## src/status_monitor_defines.svh

```systemverilog
/*
 Holds the register offsets, field positions, reset values and thresholds of the drive
 status and monitor display block as macros. Assumes inclusion by bare name.
*/
`ifndef STATUS_MONITOR_DEFINES_SVH
`define STATUS_MONITOR_DEFINES_SVH

// ==========================================================================
// Register byte offsets (one aligned 32-bit word each).
// ==========================================================================
`define REG_SETUP_FIRST      8'h00
`define REG_SETUP_SECOND     8'h04
`define REG_ROT_DETECT       8'h08
`define REG_KEYS             8'h0c
`define REG_DISPLAY          8'h10
`define REG_MONITOR_DATA     8'h14
`define REG_STATUS_BITS      8'h18

// ==========================================================================
// Field positions and reset values.
// ==========================================================================
`define SETUP_FIRST_DETECT_SEL 4
`define SETUP_SECOND_REV_DIR   0
`define KEY_MODE_BIT           0
`define KEY_DATA_BIT           1
`define KEY_UP_BIT             2
`define KEY_DOWN_BIT           3
`define SETUP_RESET            16'h0000
`define ROT_DETECT_RESET       16'h0014
`define MONITOR_NUMBER_MAX     3'h5

// ==========================================================================
// Scaling: rated torque reads 100 percent, ten percent is the input threshold.
// ==========================================================================
`define TORQUE_INPUT_PERCENT   16'h000a

`endif

```

## src/status_monitor_pkg.sv

```systemverilog
/*
 Holds the types of the drive status and monitor display block.
 Assumes nothing of its surroundings.
*/
package status_monitor_pkg;

   // ========================================================================
   // Display modes, one-hot, in the order the mode key steps through them.
   // ========================================================================
   typedef enum logic [3:0]
   {
      mode_status   = 4'b0001,
      mode_settings = 4'b0010,
      mode_monitor  = 4'b0100,
      mode_alarm    = 4'b1000
   } display_mode_type;

   // Symbol codes shown by the three-digit symbol display.
   typedef enum logic [2:0]
   {
      sym_unpowered = 3'h0,
      sym_run       = 3'h1,
      sym_fwd_proh  = 3'h2,
      sym_rev_proh  = 3'h3,
      sym_alarm     = 3'h4
   } symbol_type;

endpackage

```

## src/key_edge.sv

```systemverilog
/*
 Synchronises a group of key pins with two flip-flops and gives a one-cycle
 press pulse on each rising edge. Assumes keys are already debounced outside.
*/
`timescale 1ns/10ps

module key_edge
#(
   parameter int WIDTH = 4
)
(
   // Clock and reset.
   input  wire logic             i_clock,
   input  wire logic             i_rst_b,
   // Keys and presses.
   input  wire logic [WIDTH-1:0] i_keys,
   output logic      [WIDTH-1:0] o_press
);

   logic [WIDTH-1:0] sync_first;
   logic [WIDTH-1:0] sync_second;
   logic [WIDTH-1:0] sync_last;

   // Only the second stage feeds the edge detector, to keep metastability out.
   always_ff @(posedge i_clock or negedge i_rst_b)
   begin
      if (!i_rst_b)
      begin
         sync_first  <= '0;
         sync_second <= '0;
         sync_last   <= '0;
         o_press     <= '0;
      end
      else
      begin
         sync_first  <= i_keys;
         sync_second <= sync_first;
         sync_last   <= sync_second;
         o_press     <= sync_second & ~sync_last;
      end
   end

endmodule

```

## src/drive_status_monitor_display.sv

```systemverilog
/*
 Status and monitor presentation logic of a servo drive: display mode cycling,
 status indicators, status symbol, internal status word and monitor selection,
 with settings reached over a classic Wishbone slave. Assumes quantities arrive
 already scaled (speed in r/min, torque in percent of rated, angle in degrees,
 pulses in encoder units) from logic on the same clock, and pins from outside.
*/
`timescale 1ns/10ps
`include "status_monitor_defines.svh"

module drive_status_monitor_display
(
   // Clock and reset.
   input  wire logic        i_clock,
   input  wire logic        i_rst_b,
   // Wishbone classic slave.
   input  wire logic        i_wb_cyc,
   input  wire logic        i_wb_stb,
   input  wire logic        i_wb_we,
   input  wire logic [7:0]  i_wb_adr,
   input  wire logic [3:0]  i_wb_sel,
   input  wire logic [31:0] i_wb_dat,
   output logic      [31:0] o_wb_dat,
   output logic             o_wb_ack,
   // Parameter unit keys: mode/set, data, up, down.
   input  wire logic [3:0]  i_keys,
   // Drive quantities on this clock.
   input  wire logic [15:0] i_speed_feedback,
   input  wire logic [15:0] i_speed_command,
   input  wire logic [15:0] i_torque_command,
   input  wire logic [15:0] i_u_phase_pulses,
   input  wire logic [15:0] i_electrical_angle,
   input  wire logic        i_speed_conform,
   input  wire logic        i_torque_clamped,
   input  wire logic        i_alarm_active,
   input  wire logic [7:0]  i_alarm_code,
   input  wire logic        i_dyn_brake_on,
   input  wire logic        i_prop_ctrl_active,
   input  wire logic        i_motor_powered,
   input  wire logic        i_encoder_inverted,
   // Pins from outside: limits, encoder A B Z, poles U V W, run, multi, prohibits, sensor.
   input  wire logic [12:0] i_pins,
   // Display outputs.
   output status_monitor_pkg::display_mode_type o_mode,
   output status_monitor_pkg::symbol_type       o_symbol,
   output logic [7:0]       o_symbol_alarm,
   output logic             o_led_power,
   output logic             o_led_unpowered_full,
   output logic             o_led_unpowered_dim,
   output logic             o_led_speed_conform,
   output logic             o_led_shared_detect,
   output logic             o_led_speed_input,
   output logic             o_led_torque_input,
   output logic [2:0]       o_monitor_number,
   output logic             o_show_data,
   output logic [20:0]      o_status_bits
);

   // =======================================================================
   // Declarations.
   // =======================================================================
   logic [15:0] setup_param_first;
   logic [15:0] setup_param_second;
   logic [15:0] rotation_detect_speed;
   logic [3:0]  key_press;
   logic [3:0]  soft_keys;
   logic [12:0] pin_sync_first;
   logic [12:0] pins;
   logic [15:0] monitor_data;
   status_monitor_pkg::display_mode_type mode;
   status_monitor_pkg::display_mode_type next_mode;
   logic [2:0]  monitor_number;
   logic        show_data;

   // Absolute value helper used for every magnitude comparison.
   function automatic logic [15:0] magnitude(input logic [15:0] value);
      magnitude = value[15] ? 16'(-value) : value;
   endfunction

   // =======================================================================
   // Pin synchroniser and key edges.
   // =======================================================================
   // Two stages; only the second is read by any logic.
   always_ff @(posedge i_clock or negedge i_rst_b)
   begin
      if (!i_rst_b)
      begin
         pin_sync_first <= '0;
         pins           <= '0;
      end
      else
      begin
         pin_sync_first <= i_pins;
         pins           <= pin_sync_first;
      end
   end

   key_edge #(.WIDTH(4)) u_keys
   (
      .i_clock (i_clock),
      .i_rst_b (i_rst_b),
      .i_keys  (i_keys),
      .o_press (key_press)
   );

   // Software key presses are merged so a bus master can drive the panel too.
   wire [3:0] press = key_press | soft_keys;

   // =======================================================================
   // Derived indications.
   // =======================================================================
   wire detect_sel     = setup_param_first[`SETUP_FIRST_DETECT_SEL];
   wire rotation_det   = magnitude(i_speed_feedback) >= rotation_detect_speed;
   wire shared_detect_out = detect_sel ? i_torque_clamped : rotation_det;
   wire speed_input    = magnitude(i_speed_command) >= rotation_detect_speed;
   wire torque_input   = magnitude(i_torque_command) >= `TORQUE_INPUT_PERCENT;
   wire rev_dir        = setup_param_second[`SETUP_SECOND_REV_DIR];

   // Encoder phases follow the model family polarity.
   wire [2:0] enc_phases = pins[4:2] ^ {3{i_encoder_inverted}};

   // Bit 0 is unused and reads zero.
   wire [20:0] next_status_bits = {pins[12], pins[11:10], pins[9], pins[8],
                                   pins[7:5], enc_phases,
                                   i_motor_powered, pins[1], pins[0],
                                   i_prop_ctrl_active, i_speed_conform,
                                   shared_detect_out, rev_dir,
                                   i_dyn_brake_on, i_alarm_active, 1'b0};

   // Symbol priority: alarm, then prohibits, then unpowered, else run.
   wire [2:0] next_symbol =
      i_alarm_active   ? 3'(status_monitor_pkg::sym_alarm)     :
      pins[10]         ? 3'(status_monitor_pkg::sym_fwd_proh)  :
      pins[11]         ? 3'(status_monitor_pkg::sym_rev_proh)  :
      !i_motor_powered ? 3'(status_monitor_pkg::sym_unpowered) :
                         3'(status_monitor_pkg::sym_run);

   // Monitor select; quantities pass live so the data refreshes each cycle.
   wire [15:0] next_monitor_data =
      (monitor_number == 3'h0) ? i_speed_feedback   :
      (monitor_number == 3'h1) ? i_speed_command    :
      (monitor_number == 3'h2) ? i_torque_command   :
      (monitor_number == 3'h3) ? i_u_phase_pulses   :
      (monitor_number == 3'h4) ? i_electrical_angle :
                                 {11'h000, next_status_bits[5:1]};

   // =======================================================================
   // Mode cycle.
   // =======================================================================
   always_comb
   begin
      next_mode = mode;
      if (press[`KEY_MODE_BIT])
      begin
         case (mode)
            status_monitor_pkg::mode_status:   next_mode = status_monitor_pkg::mode_settings;
            status_monitor_pkg::mode_settings: next_mode = status_monitor_pkg::mode_monitor;
            status_monitor_pkg::mode_monitor:  next_mode = status_monitor_pkg::mode_alarm;
            status_monitor_pkg::mode_alarm:    next_mode = status_monitor_pkg::mode_status;
            default:                           next_mode = status_monitor_pkg::mode_status;
         endcase
      end
   end

   // Reset enters status display mode.
   always_ff @(posedge i_clock or negedge i_rst_b)
   begin
      if (!i_rst_b)
         mode <= status_monitor_pkg::mode_status;
      else
         mode <= next_mode;
   end

   // Monitor number and data toggle; leaving monitor mode drops to number view.
   wire in_monitor = (mode == status_monitor_pkg::mode_monitor);
   wire num_up     = in_monitor && !show_data && press[`KEY_UP_BIT] &&
                     (monitor_number != `MONITOR_NUMBER_MAX);
   wire num_down   = in_monitor && !show_data && press[`KEY_DOWN_BIT] &&
                     (monitor_number != 3'h0);
   always_ff @(posedge i_clock or negedge i_rst_b)
   begin
      if (!i_rst_b)
      begin
         monitor_number <= 3'h0;
         show_data      <= 1'b0;
      end
      else
      begin
         if (num_up)
            monitor_number <= monitor_number + 3'h1;
         else if (num_down)
            monitor_number <= monitor_number - 3'h1;
         if (!in_monitor || press[`KEY_MODE_BIT])
            show_data <= 1'b0;
         else if (press[`KEY_DATA_BIT])
            show_data <= !show_data;
      end
   end

   // =======================================================================
   // Display outputs, all registered.
   // =======================================================================
   always_ff @(posedge i_clock or negedge i_rst_b)
   begin
      if (!i_rst_b)
      begin
         o_symbol             <= status_monitor_pkg::sym_unpowered;
         o_symbol_alarm       <= 8'h00;
         o_led_power          <= 1'b0;
         o_led_unpowered_full <= 1'b0;
         o_led_unpowered_dim  <= 1'b0;
         o_led_speed_conform  <= 1'b0;
         o_led_shared_detect  <= 1'b0;
         o_led_speed_input    <= 1'b0;
         o_led_torque_input   <= 1'b0;
         o_status_bits        <= '0;
         monitor_data         <= 16'h0000;
      end
      else
      begin
         o_symbol             <= status_monitor_pkg::symbol_type'(next_symbol);
         o_symbol_alarm       <= i_alarm_active ? i_alarm_code : 8'h00;
         o_led_power          <= 1'b1;
         o_led_unpowered_full <= !i_motor_powered;
         o_led_unpowered_dim  <= i_motor_powered;
         o_led_speed_conform  <= i_speed_conform;
         o_led_shared_detect  <= shared_detect_out;
         o_led_speed_input    <= speed_input;
         o_led_torque_input   <= torque_input;
         o_status_bits        <= next_status_bits;
         monitor_data         <= (monitor_number == 3'h5) ?
                                 next_status_bits[16:1] : next_monitor_data;
      end
   end

   assign o_mode           = mode;
   assign o_monitor_number = monitor_number;
   assign o_show_data      = show_data;

   // =======================================================================
   // Wishbone slave: one wait state, ack lasts one cycle.
   // =======================================================================
   wire wb_req   = i_wb_cyc && i_wb_stb && !o_wb_ack;
   wire wb_write = wb_req && i_wb_we && i_wb_sel[0];
   wire [31:0] rd_word =
      (i_wb_adr == `REG_SETUP_FIRST)  ? {16'h0000, setup_param_first}     :
      (i_wb_adr == `REG_SETUP_SECOND) ? {16'h0000, setup_param_second}    :
      (i_wb_adr == `REG_ROT_DETECT)   ? {16'h0000, rotation_detect_speed} :
      (i_wb_adr == `REG_DISPLAY)      ? {24'h000000, show_data, monitor_number, mode} :
      (i_wb_adr == `REG_MONITOR_DATA) ? {16'h0000, monitor_data}          :
      (i_wb_adr == `REG_STATUS_BITS)  ? {11'h000, o_status_bits}          :
                                        32'h00000000;

   // Byte lanes 0 and 1 carry the 16-bit setup fields.
   always_ff @(posedge i_clock or negedge i_rst_b)
   begin
      if (!i_rst_b)
      begin
         setup_param_first     <= `SETUP_RESET;
         setup_param_second    <= `SETUP_RESET;
         rotation_detect_speed <= `ROT_DETECT_RESET;
         soft_keys             <= 4'h0;
         o_wb_ack              <= 1'b0;
         o_wb_dat              <= 32'h00000000;
      end
      else
      begin
         o_wb_ack  <= wb_req;
         o_wb_dat  <= wb_req ? rd_word : 32'h00000000;
         soft_keys <= 4'h0;
         if (wb_write && i_wb_adr == `REG_SETUP_FIRST)
            setup_param_first[7:0] <= i_wb_dat[7:0];
         if (wb_write && i_wb_adr == `REG_SETUP_SECOND)
            setup_param_second[7:0] <= i_wb_dat[7:0];
         if (wb_write && i_wb_adr == `REG_ROT_DETECT)
            rotation_detect_speed[7:0] <= i_wb_dat[7:0];
         if (wb_write && i_wb_adr == `REG_KEYS)
            soft_keys <= i_wb_dat[3:0];
         if (wb_req && i_wb_we && i_wb_sel[1] && i_wb_adr == `REG_SETUP_FIRST)
            setup_param_first[15:8] <= i_wb_dat[15:8];
         if (wb_req && i_wb_we && i_wb_sel[1] && i_wb_adr == `REG_SETUP_SECOND)
            setup_param_second[15:8] <= i_wb_dat[15:8];
         if (wb_req && i_wb_we && i_wb_sel[1] && i_wb_adr == `REG_ROT_DETECT)
            rotation_detect_speed[15:8] <= i_wb_dat[15:8];
      end
   end

   // =======================================================================
   // Assertions.
   // =======================================================================
   AST_RESET_STATUS_MODE: assert property (@(posedge i_clock)
      $rose(i_rst_b) |-> mode == status_monitor_pkg::mode_status)
      else $error("Mode after reset is not status display.");
   AST_MODE_ADVANCE: assert property (@(posedge i_clock) disable iff (!i_rst_b)
      press[`KEY_MODE_BIT] && mode == status_monitor_pkg::mode_alarm
      |=> mode == status_monitor_pkg::mode_status)
      else $error("Mode key did not wrap to status display.");
   AST_UNPOWERED_LED: assert property (@(posedge i_clock) disable iff (!i_rst_b)
      i_rst_b |=> o_led_unpowered_full == !$past(i_motor_powered))
      else $error("Unpowered indicator does not follow motor power.");
   AST_CONFORM_BIT: assert property (@(posedge i_clock) disable iff (!i_rst_b)
      i_speed_conform |=> o_status_bits[5] && o_led_speed_conform)
      else $error("Speed conformity not shown.");
   AST_DETECT_SEL: assert property (@(posedge i_clock) disable iff (!i_rst_b)
      detect_sel && i_torque_clamped |=> o_led_shared_detect && o_status_bits[4])
      else $error("Current limit detection not shown.");
   AST_ROT_DETECT: assert property (@(posedge i_clock) disable iff (!i_rst_b)
      !detect_sel && !rotation_det |=> !o_led_shared_detect)
      else $error("Rotation detection lit below threshold.");
   AST_TORQUE_INPUT: assert property (@(posedge i_clock) disable iff (!i_rst_b)
      i_torque_command == 16'h0009 |=> !o_led_torque_input)
      else $error("Torque input lit below ten percent.");
   AST_ALARM_SYMBOL: assert property (@(posedge i_clock) disable iff (!i_rst_b)
      i_alarm_active |=> o_symbol == status_monitor_pkg::sym_alarm)
      else $error("Alarm symbol lost priority.");
   AST_DATA_TOGGLE: assert property (@(posedge i_clock) disable iff (!i_rst_b)
      in_monitor && press[`KEY_DATA_BIT] && !press[`KEY_MODE_BIT] |=> show_data != $past(show_data))
      else $error("Data key did not toggle.");
   AST_REV_DIR: assert property (@(posedge i_clock) disable iff (!i_rst_b)
      ##1 o_status_bits[3] == $past(rev_dir))
      else $error("Reverse direction bit wrong.");

   COV_MONITOR_DATA: cover property (@(posedge i_clock) disable iff (!i_rst_b)
      in_monitor && show_data);
   COV_RUN_SYMBOL: cover property (@(posedge i_clock) disable iff (!i_rst_b)
      o_symbol == status_monitor_pkg::sym_run);
   COV_BUS_WRITE: cover property (@(posedge i_clock) disable iff (!i_rst_b)
      wb_write ##1 o_wb_ack);

endmodule

```

## config.mk

```make
export PLATFORM = sky130hd
export DESIGN_NAME = drive_status_monitor_display
export DESIGN_NICKNAME = d
export VERILOG_FILES = /design/src/status_monitor_pkg.sv /design/src/key_edge.sv /design/src/drive_status_monitor_display.sv
export VERILOG_INCLUDE_DIRS = /design/src
export SDC_FILE = /design/constraint.sdc
export NUM_CORES = 1
export LEC_CHECK = 0
export ABC_AREA = 1
export BUFFER_PORTS_ARGS = -buffer_cell sky130_fd_sc_hd__buf_2
export CAP_MARGIN = 20
export CORE_UTILIZATION = 30
export CTS_CLUSTER_DIAMETER = 150
export CTS_CLUSTER_SIZE = 16
export DETAILED_ROUTE_END_ITERATION = 8
export GPL_ROUTABILITY_DRIVEN = 0
export PLACE_DENSITY = 0.49
export RECOVER_POWER = 25
export SLEW_MARGIN = 20
export SYNTH_ARGS = -nofsm -noshare
export SYNTH_HDL_FRONTEND = slang
export SYNTH_HIERARCHICAL = 1
export SYNTH_SLANG_ARGS = --single-unit
```

## constraint.sdc

```tcl
create_clock -name i_clock -period 2.4 [get_ports i_clock]
set_input_delay 0.12 -clock i_clock [delete_from_list [all_inputs] [get_ports i_clock]]
set_output_delay 0.12 -clock i_clock [all_outputs]
set_load 0.05 [all_outputs]
```

==> metrics <==
wire per inst=roughly 17 um; outcome=finished with violations; Slew HR=-0.0538; failing checks=capacitance limit, slew limit; CTS clk-pin slew, worst paths=0.06 ns; Commonest cells post-synth=nand2_1 (241), dfrtp_1 (171), inv_1 (104), o21ai_0 (82), nor2_1 (61); Synth Register Bits=174; Hold Crit Class=in2reg; Mapped Area=around 9000 um2; Worst VDD drop=roughly 0.00057 V; Min Clock Period, post-route=around 2.3 ns; fmax=approximately 0.43 GHz; FP Rows=62; gr busiest metal=met2; global route overflow=0; initial DRC count=~530; Die W=between 150 and 200 um; DR DRC count=0; CP max FO=3; Via density=between 4 and 5; RSZ-0062 raised after global routing=yes; max_cap viols=1; final period utilization=0.966; starting density of the core=0.308; post-synth cell types=49; first-pass GRT wire length=between 40 and 50 mm; Clock Skews=0.00883 ns; drt first pass iters=5; Synth Flop Type=dfrtp_1; Synth Area per Inst=roughly 8.6 um2; actual slew at the worst max-slew pin=around 1.6 ns; Post-synth EDFFs=0; setup slack, reg-to-reg=0.16 ns; Lkg Pwr=roughly 0.0057 uW; Detail Placement HPWL=22.3 mm; Vert. Die Dim=about 170 um; initial antenna violation count=2; Clock Path Buffers=2; CP required=~2.7 ns; share of the synthesized area in the top cell type=0.479; Syn Inst Count=1,039; Finished Layout Cells=1,721; routed vias=about 7,900; Slew Viols, Final=60; ratio of cells with drive above 1 in the final layout=0.256; Nets=1,524; total die area=30,500 um2; # H-tree levels=4; met3 Use GR=0.0294; TritonCTS Sinks=~170; final setup violation count=0; register area share after synthesis=0.487; antenna viol nets, final=0; startpoint types=primary input; clock network latency to the later pin of the worst-skew pair=about 0.43 ns; Port Buf Inserts=210; met1 usage=0.254; Num CTS Buffers=17; Setup crit end kind=register; Syn. warnings=6; asr flop ratio synth=1.00; GRT Total Usage=0.191; pre-CTS WS=-0.469 ns; library cell with the highest instance count after synthesis=nand2_1; I/O pin count=241; top post-synthesis cells by area=dfrtp_1 (48%), nand2_1 (10%), ha_1 (5.9%); largest net degree at the start of global routing=62; leading area contributor after synthesis=dfrtp_1; setup ws final=0.0812 ns; WP data arrival=between 2 and 3 ns; power density cells=~760 nW/um2; CP Class=in2reg; CTS root buffer=clkbuf_16; M2 GR Usage=0.316; area grow syn2layout=31.2%; CTS tree=built; final wirelength=between 20 and 30 mm; Placed Cells=between 1,500 and 2,000; vias in the first global route=roughly 7,800; final hold violation count=0; core area=between 20,000 and 30,000 um2
[cell families after synthesis]
logic type / share of synthesized area
buffers and inverters: 0.0799
flip-flops: 0.487
adder cells (fa/ha/maj): 0.0588
other: 0.000840
XOR/XNOR: 0.0353
AND/OR/NAND/NOR: 0.195
AO/OA/AOI/OAI: 0.143
[path summary, 6_finish.rpt]
| path | start | endpoint | cells after the start |
|---|---|---|---|
| max | i_speed_feedback[1] | monitor_data[3]$_DFF_PN0_ | 27 |
| min | i_wb_dat[11] | setup_param_second[11]$_DFFE_PN0P_ | 3 |
| max reg2reg | o_monitor_number[1]$_DFFE_PN0P_ | monitor_data[8]$_DFF_PN0_ | 9 |
| min reg2reg | pin_sync_first[1]$_DFF_PN0_ | pins[1]$_DFF_PN0_ | 0 |
| max in group asynchronous | i_rst_b | pins[12]$_DFF_PN0_ | 3 |
| min in group asynchronous | i_rst_b | o_wb_dat[19]$_DFF_PN0_ | 2 |
[worst max-delay path: stages]
cell and delay [ns]:
buf_8 0.10, inv_4 0.05, ha_4 0.12, inv_2 0.03, nor3_2 0.18, nor3b_2 0.18, inv_1 0.08, nor3_2 0.17
nand2_1 0.09, nand2_2 0.08, nand2_2 0.05, xor2_1 0.17, ha_1 0.29, nand2_1 0.08, inv_2 0.05, nand3_2 0.07
inv_2 0.04, a21oi_2 0.11, nand2_1 0.07, nand2_2 0.09, nand2_1 0.05, nand2_1 0.05, nand2_1 0.04, nand3_1 0.06
nand3_1 0.06, nand3_1 0.09, nand2_1 0.06
[flip-flops by register name, summed over array words and instances, names as in the netlist, 8 cells and up]
signal / count
monitor_data: 16
setup_param_second: 16
rotation_detect_speed: 16
pins: 13
o_status_bits: 20
pin_sync_first: 13
setup_param_first: 16
o_symbol_alarm: 8
o_wb_dat: 21
[stage by stage]
step | instance area [um2] | util | hold WS (ns) | power, uW | TNS, ns
2_1_floorplan | 9000 | - | -0.176 | 4930 | 0
3_3_place_gp | 10600 | 0.365 | 0.140 | 5970 | -0.495
3_5_place_dp | 10600 | 0.365 | 0.139 | 5990 | -0.658
4_1_cts | 11600 | 0.401 | 0.00151 | 8970 | 0
5_1_grt | 11700 | 0.404 | 0.0302 | 9430 | -0.166
6_report | 11700 | 0.404 | 0.00887 | 8900 | 0
[power by group]
part           leakage, uW  internal (uW)  total, uW  switching [uW]
logic              0.00322            891       2680            1790
clock network     0.000297           1690       2900            1210
registers          0.00222           3200       3330             133
total              0.00573           5780       8900            3130
[layout by cell type (no fill, tap or decap), types with 5 or more instances in the layout]
master         synthesis  final
nand2_1              241    237
buf_2                 12    201
dfrtp_1              171    171
inv_1                104     99
o21ai_0               82     80
nor2_1                61     61
o21ai_1               57     59
buf_4                 20     46
a21oi_1               45     44
nand3_1               43     41
ha_1                  42     41
dlygate4sd3_1          0     41
xor2_1                28     27
clkbuf_16              0     17
conb_1                 2     13
nor3_1                15     11
a31oi_1               11     11
o211ai_1              11     11
inv_2                  7     10
nand2_2                6     10
xnor2_1                8      8
clkbuf_1              11      8
nor3_2                 2      6
nor2_2                 6      6
a22oi_1                5      5
inv_6                  0      5
[cell type report]
class	count	area, um2
Sequential cell	174	4360
Multi-Input combinational cell	716	3980
Clock buffer	19	443
Tap cell	384	480
Fill cell	3091	17300
Inverter	112	429
Antenna cell	3	7.51
Clock inverter	13	174
Timing Repair Buffer	300	1860
[routing by layer]
layer	share of wire	vias up	wire, um
li1	-	3956	-
met1	0.46	3759	13000
met2	0.48	192	13800
met3	0.038	35	1070
met4	0.022	0	634
met5	0	-	0
[what timing repair did]
item                       CTS  global route
hold buffers                41             0
pin swaps                    0            14
resized for setup            1            26
hold endpoints to repair   114             0
setup endpoints to repair    1             9
buffers inserted             0             5
(Power assumes the default switching activity.)
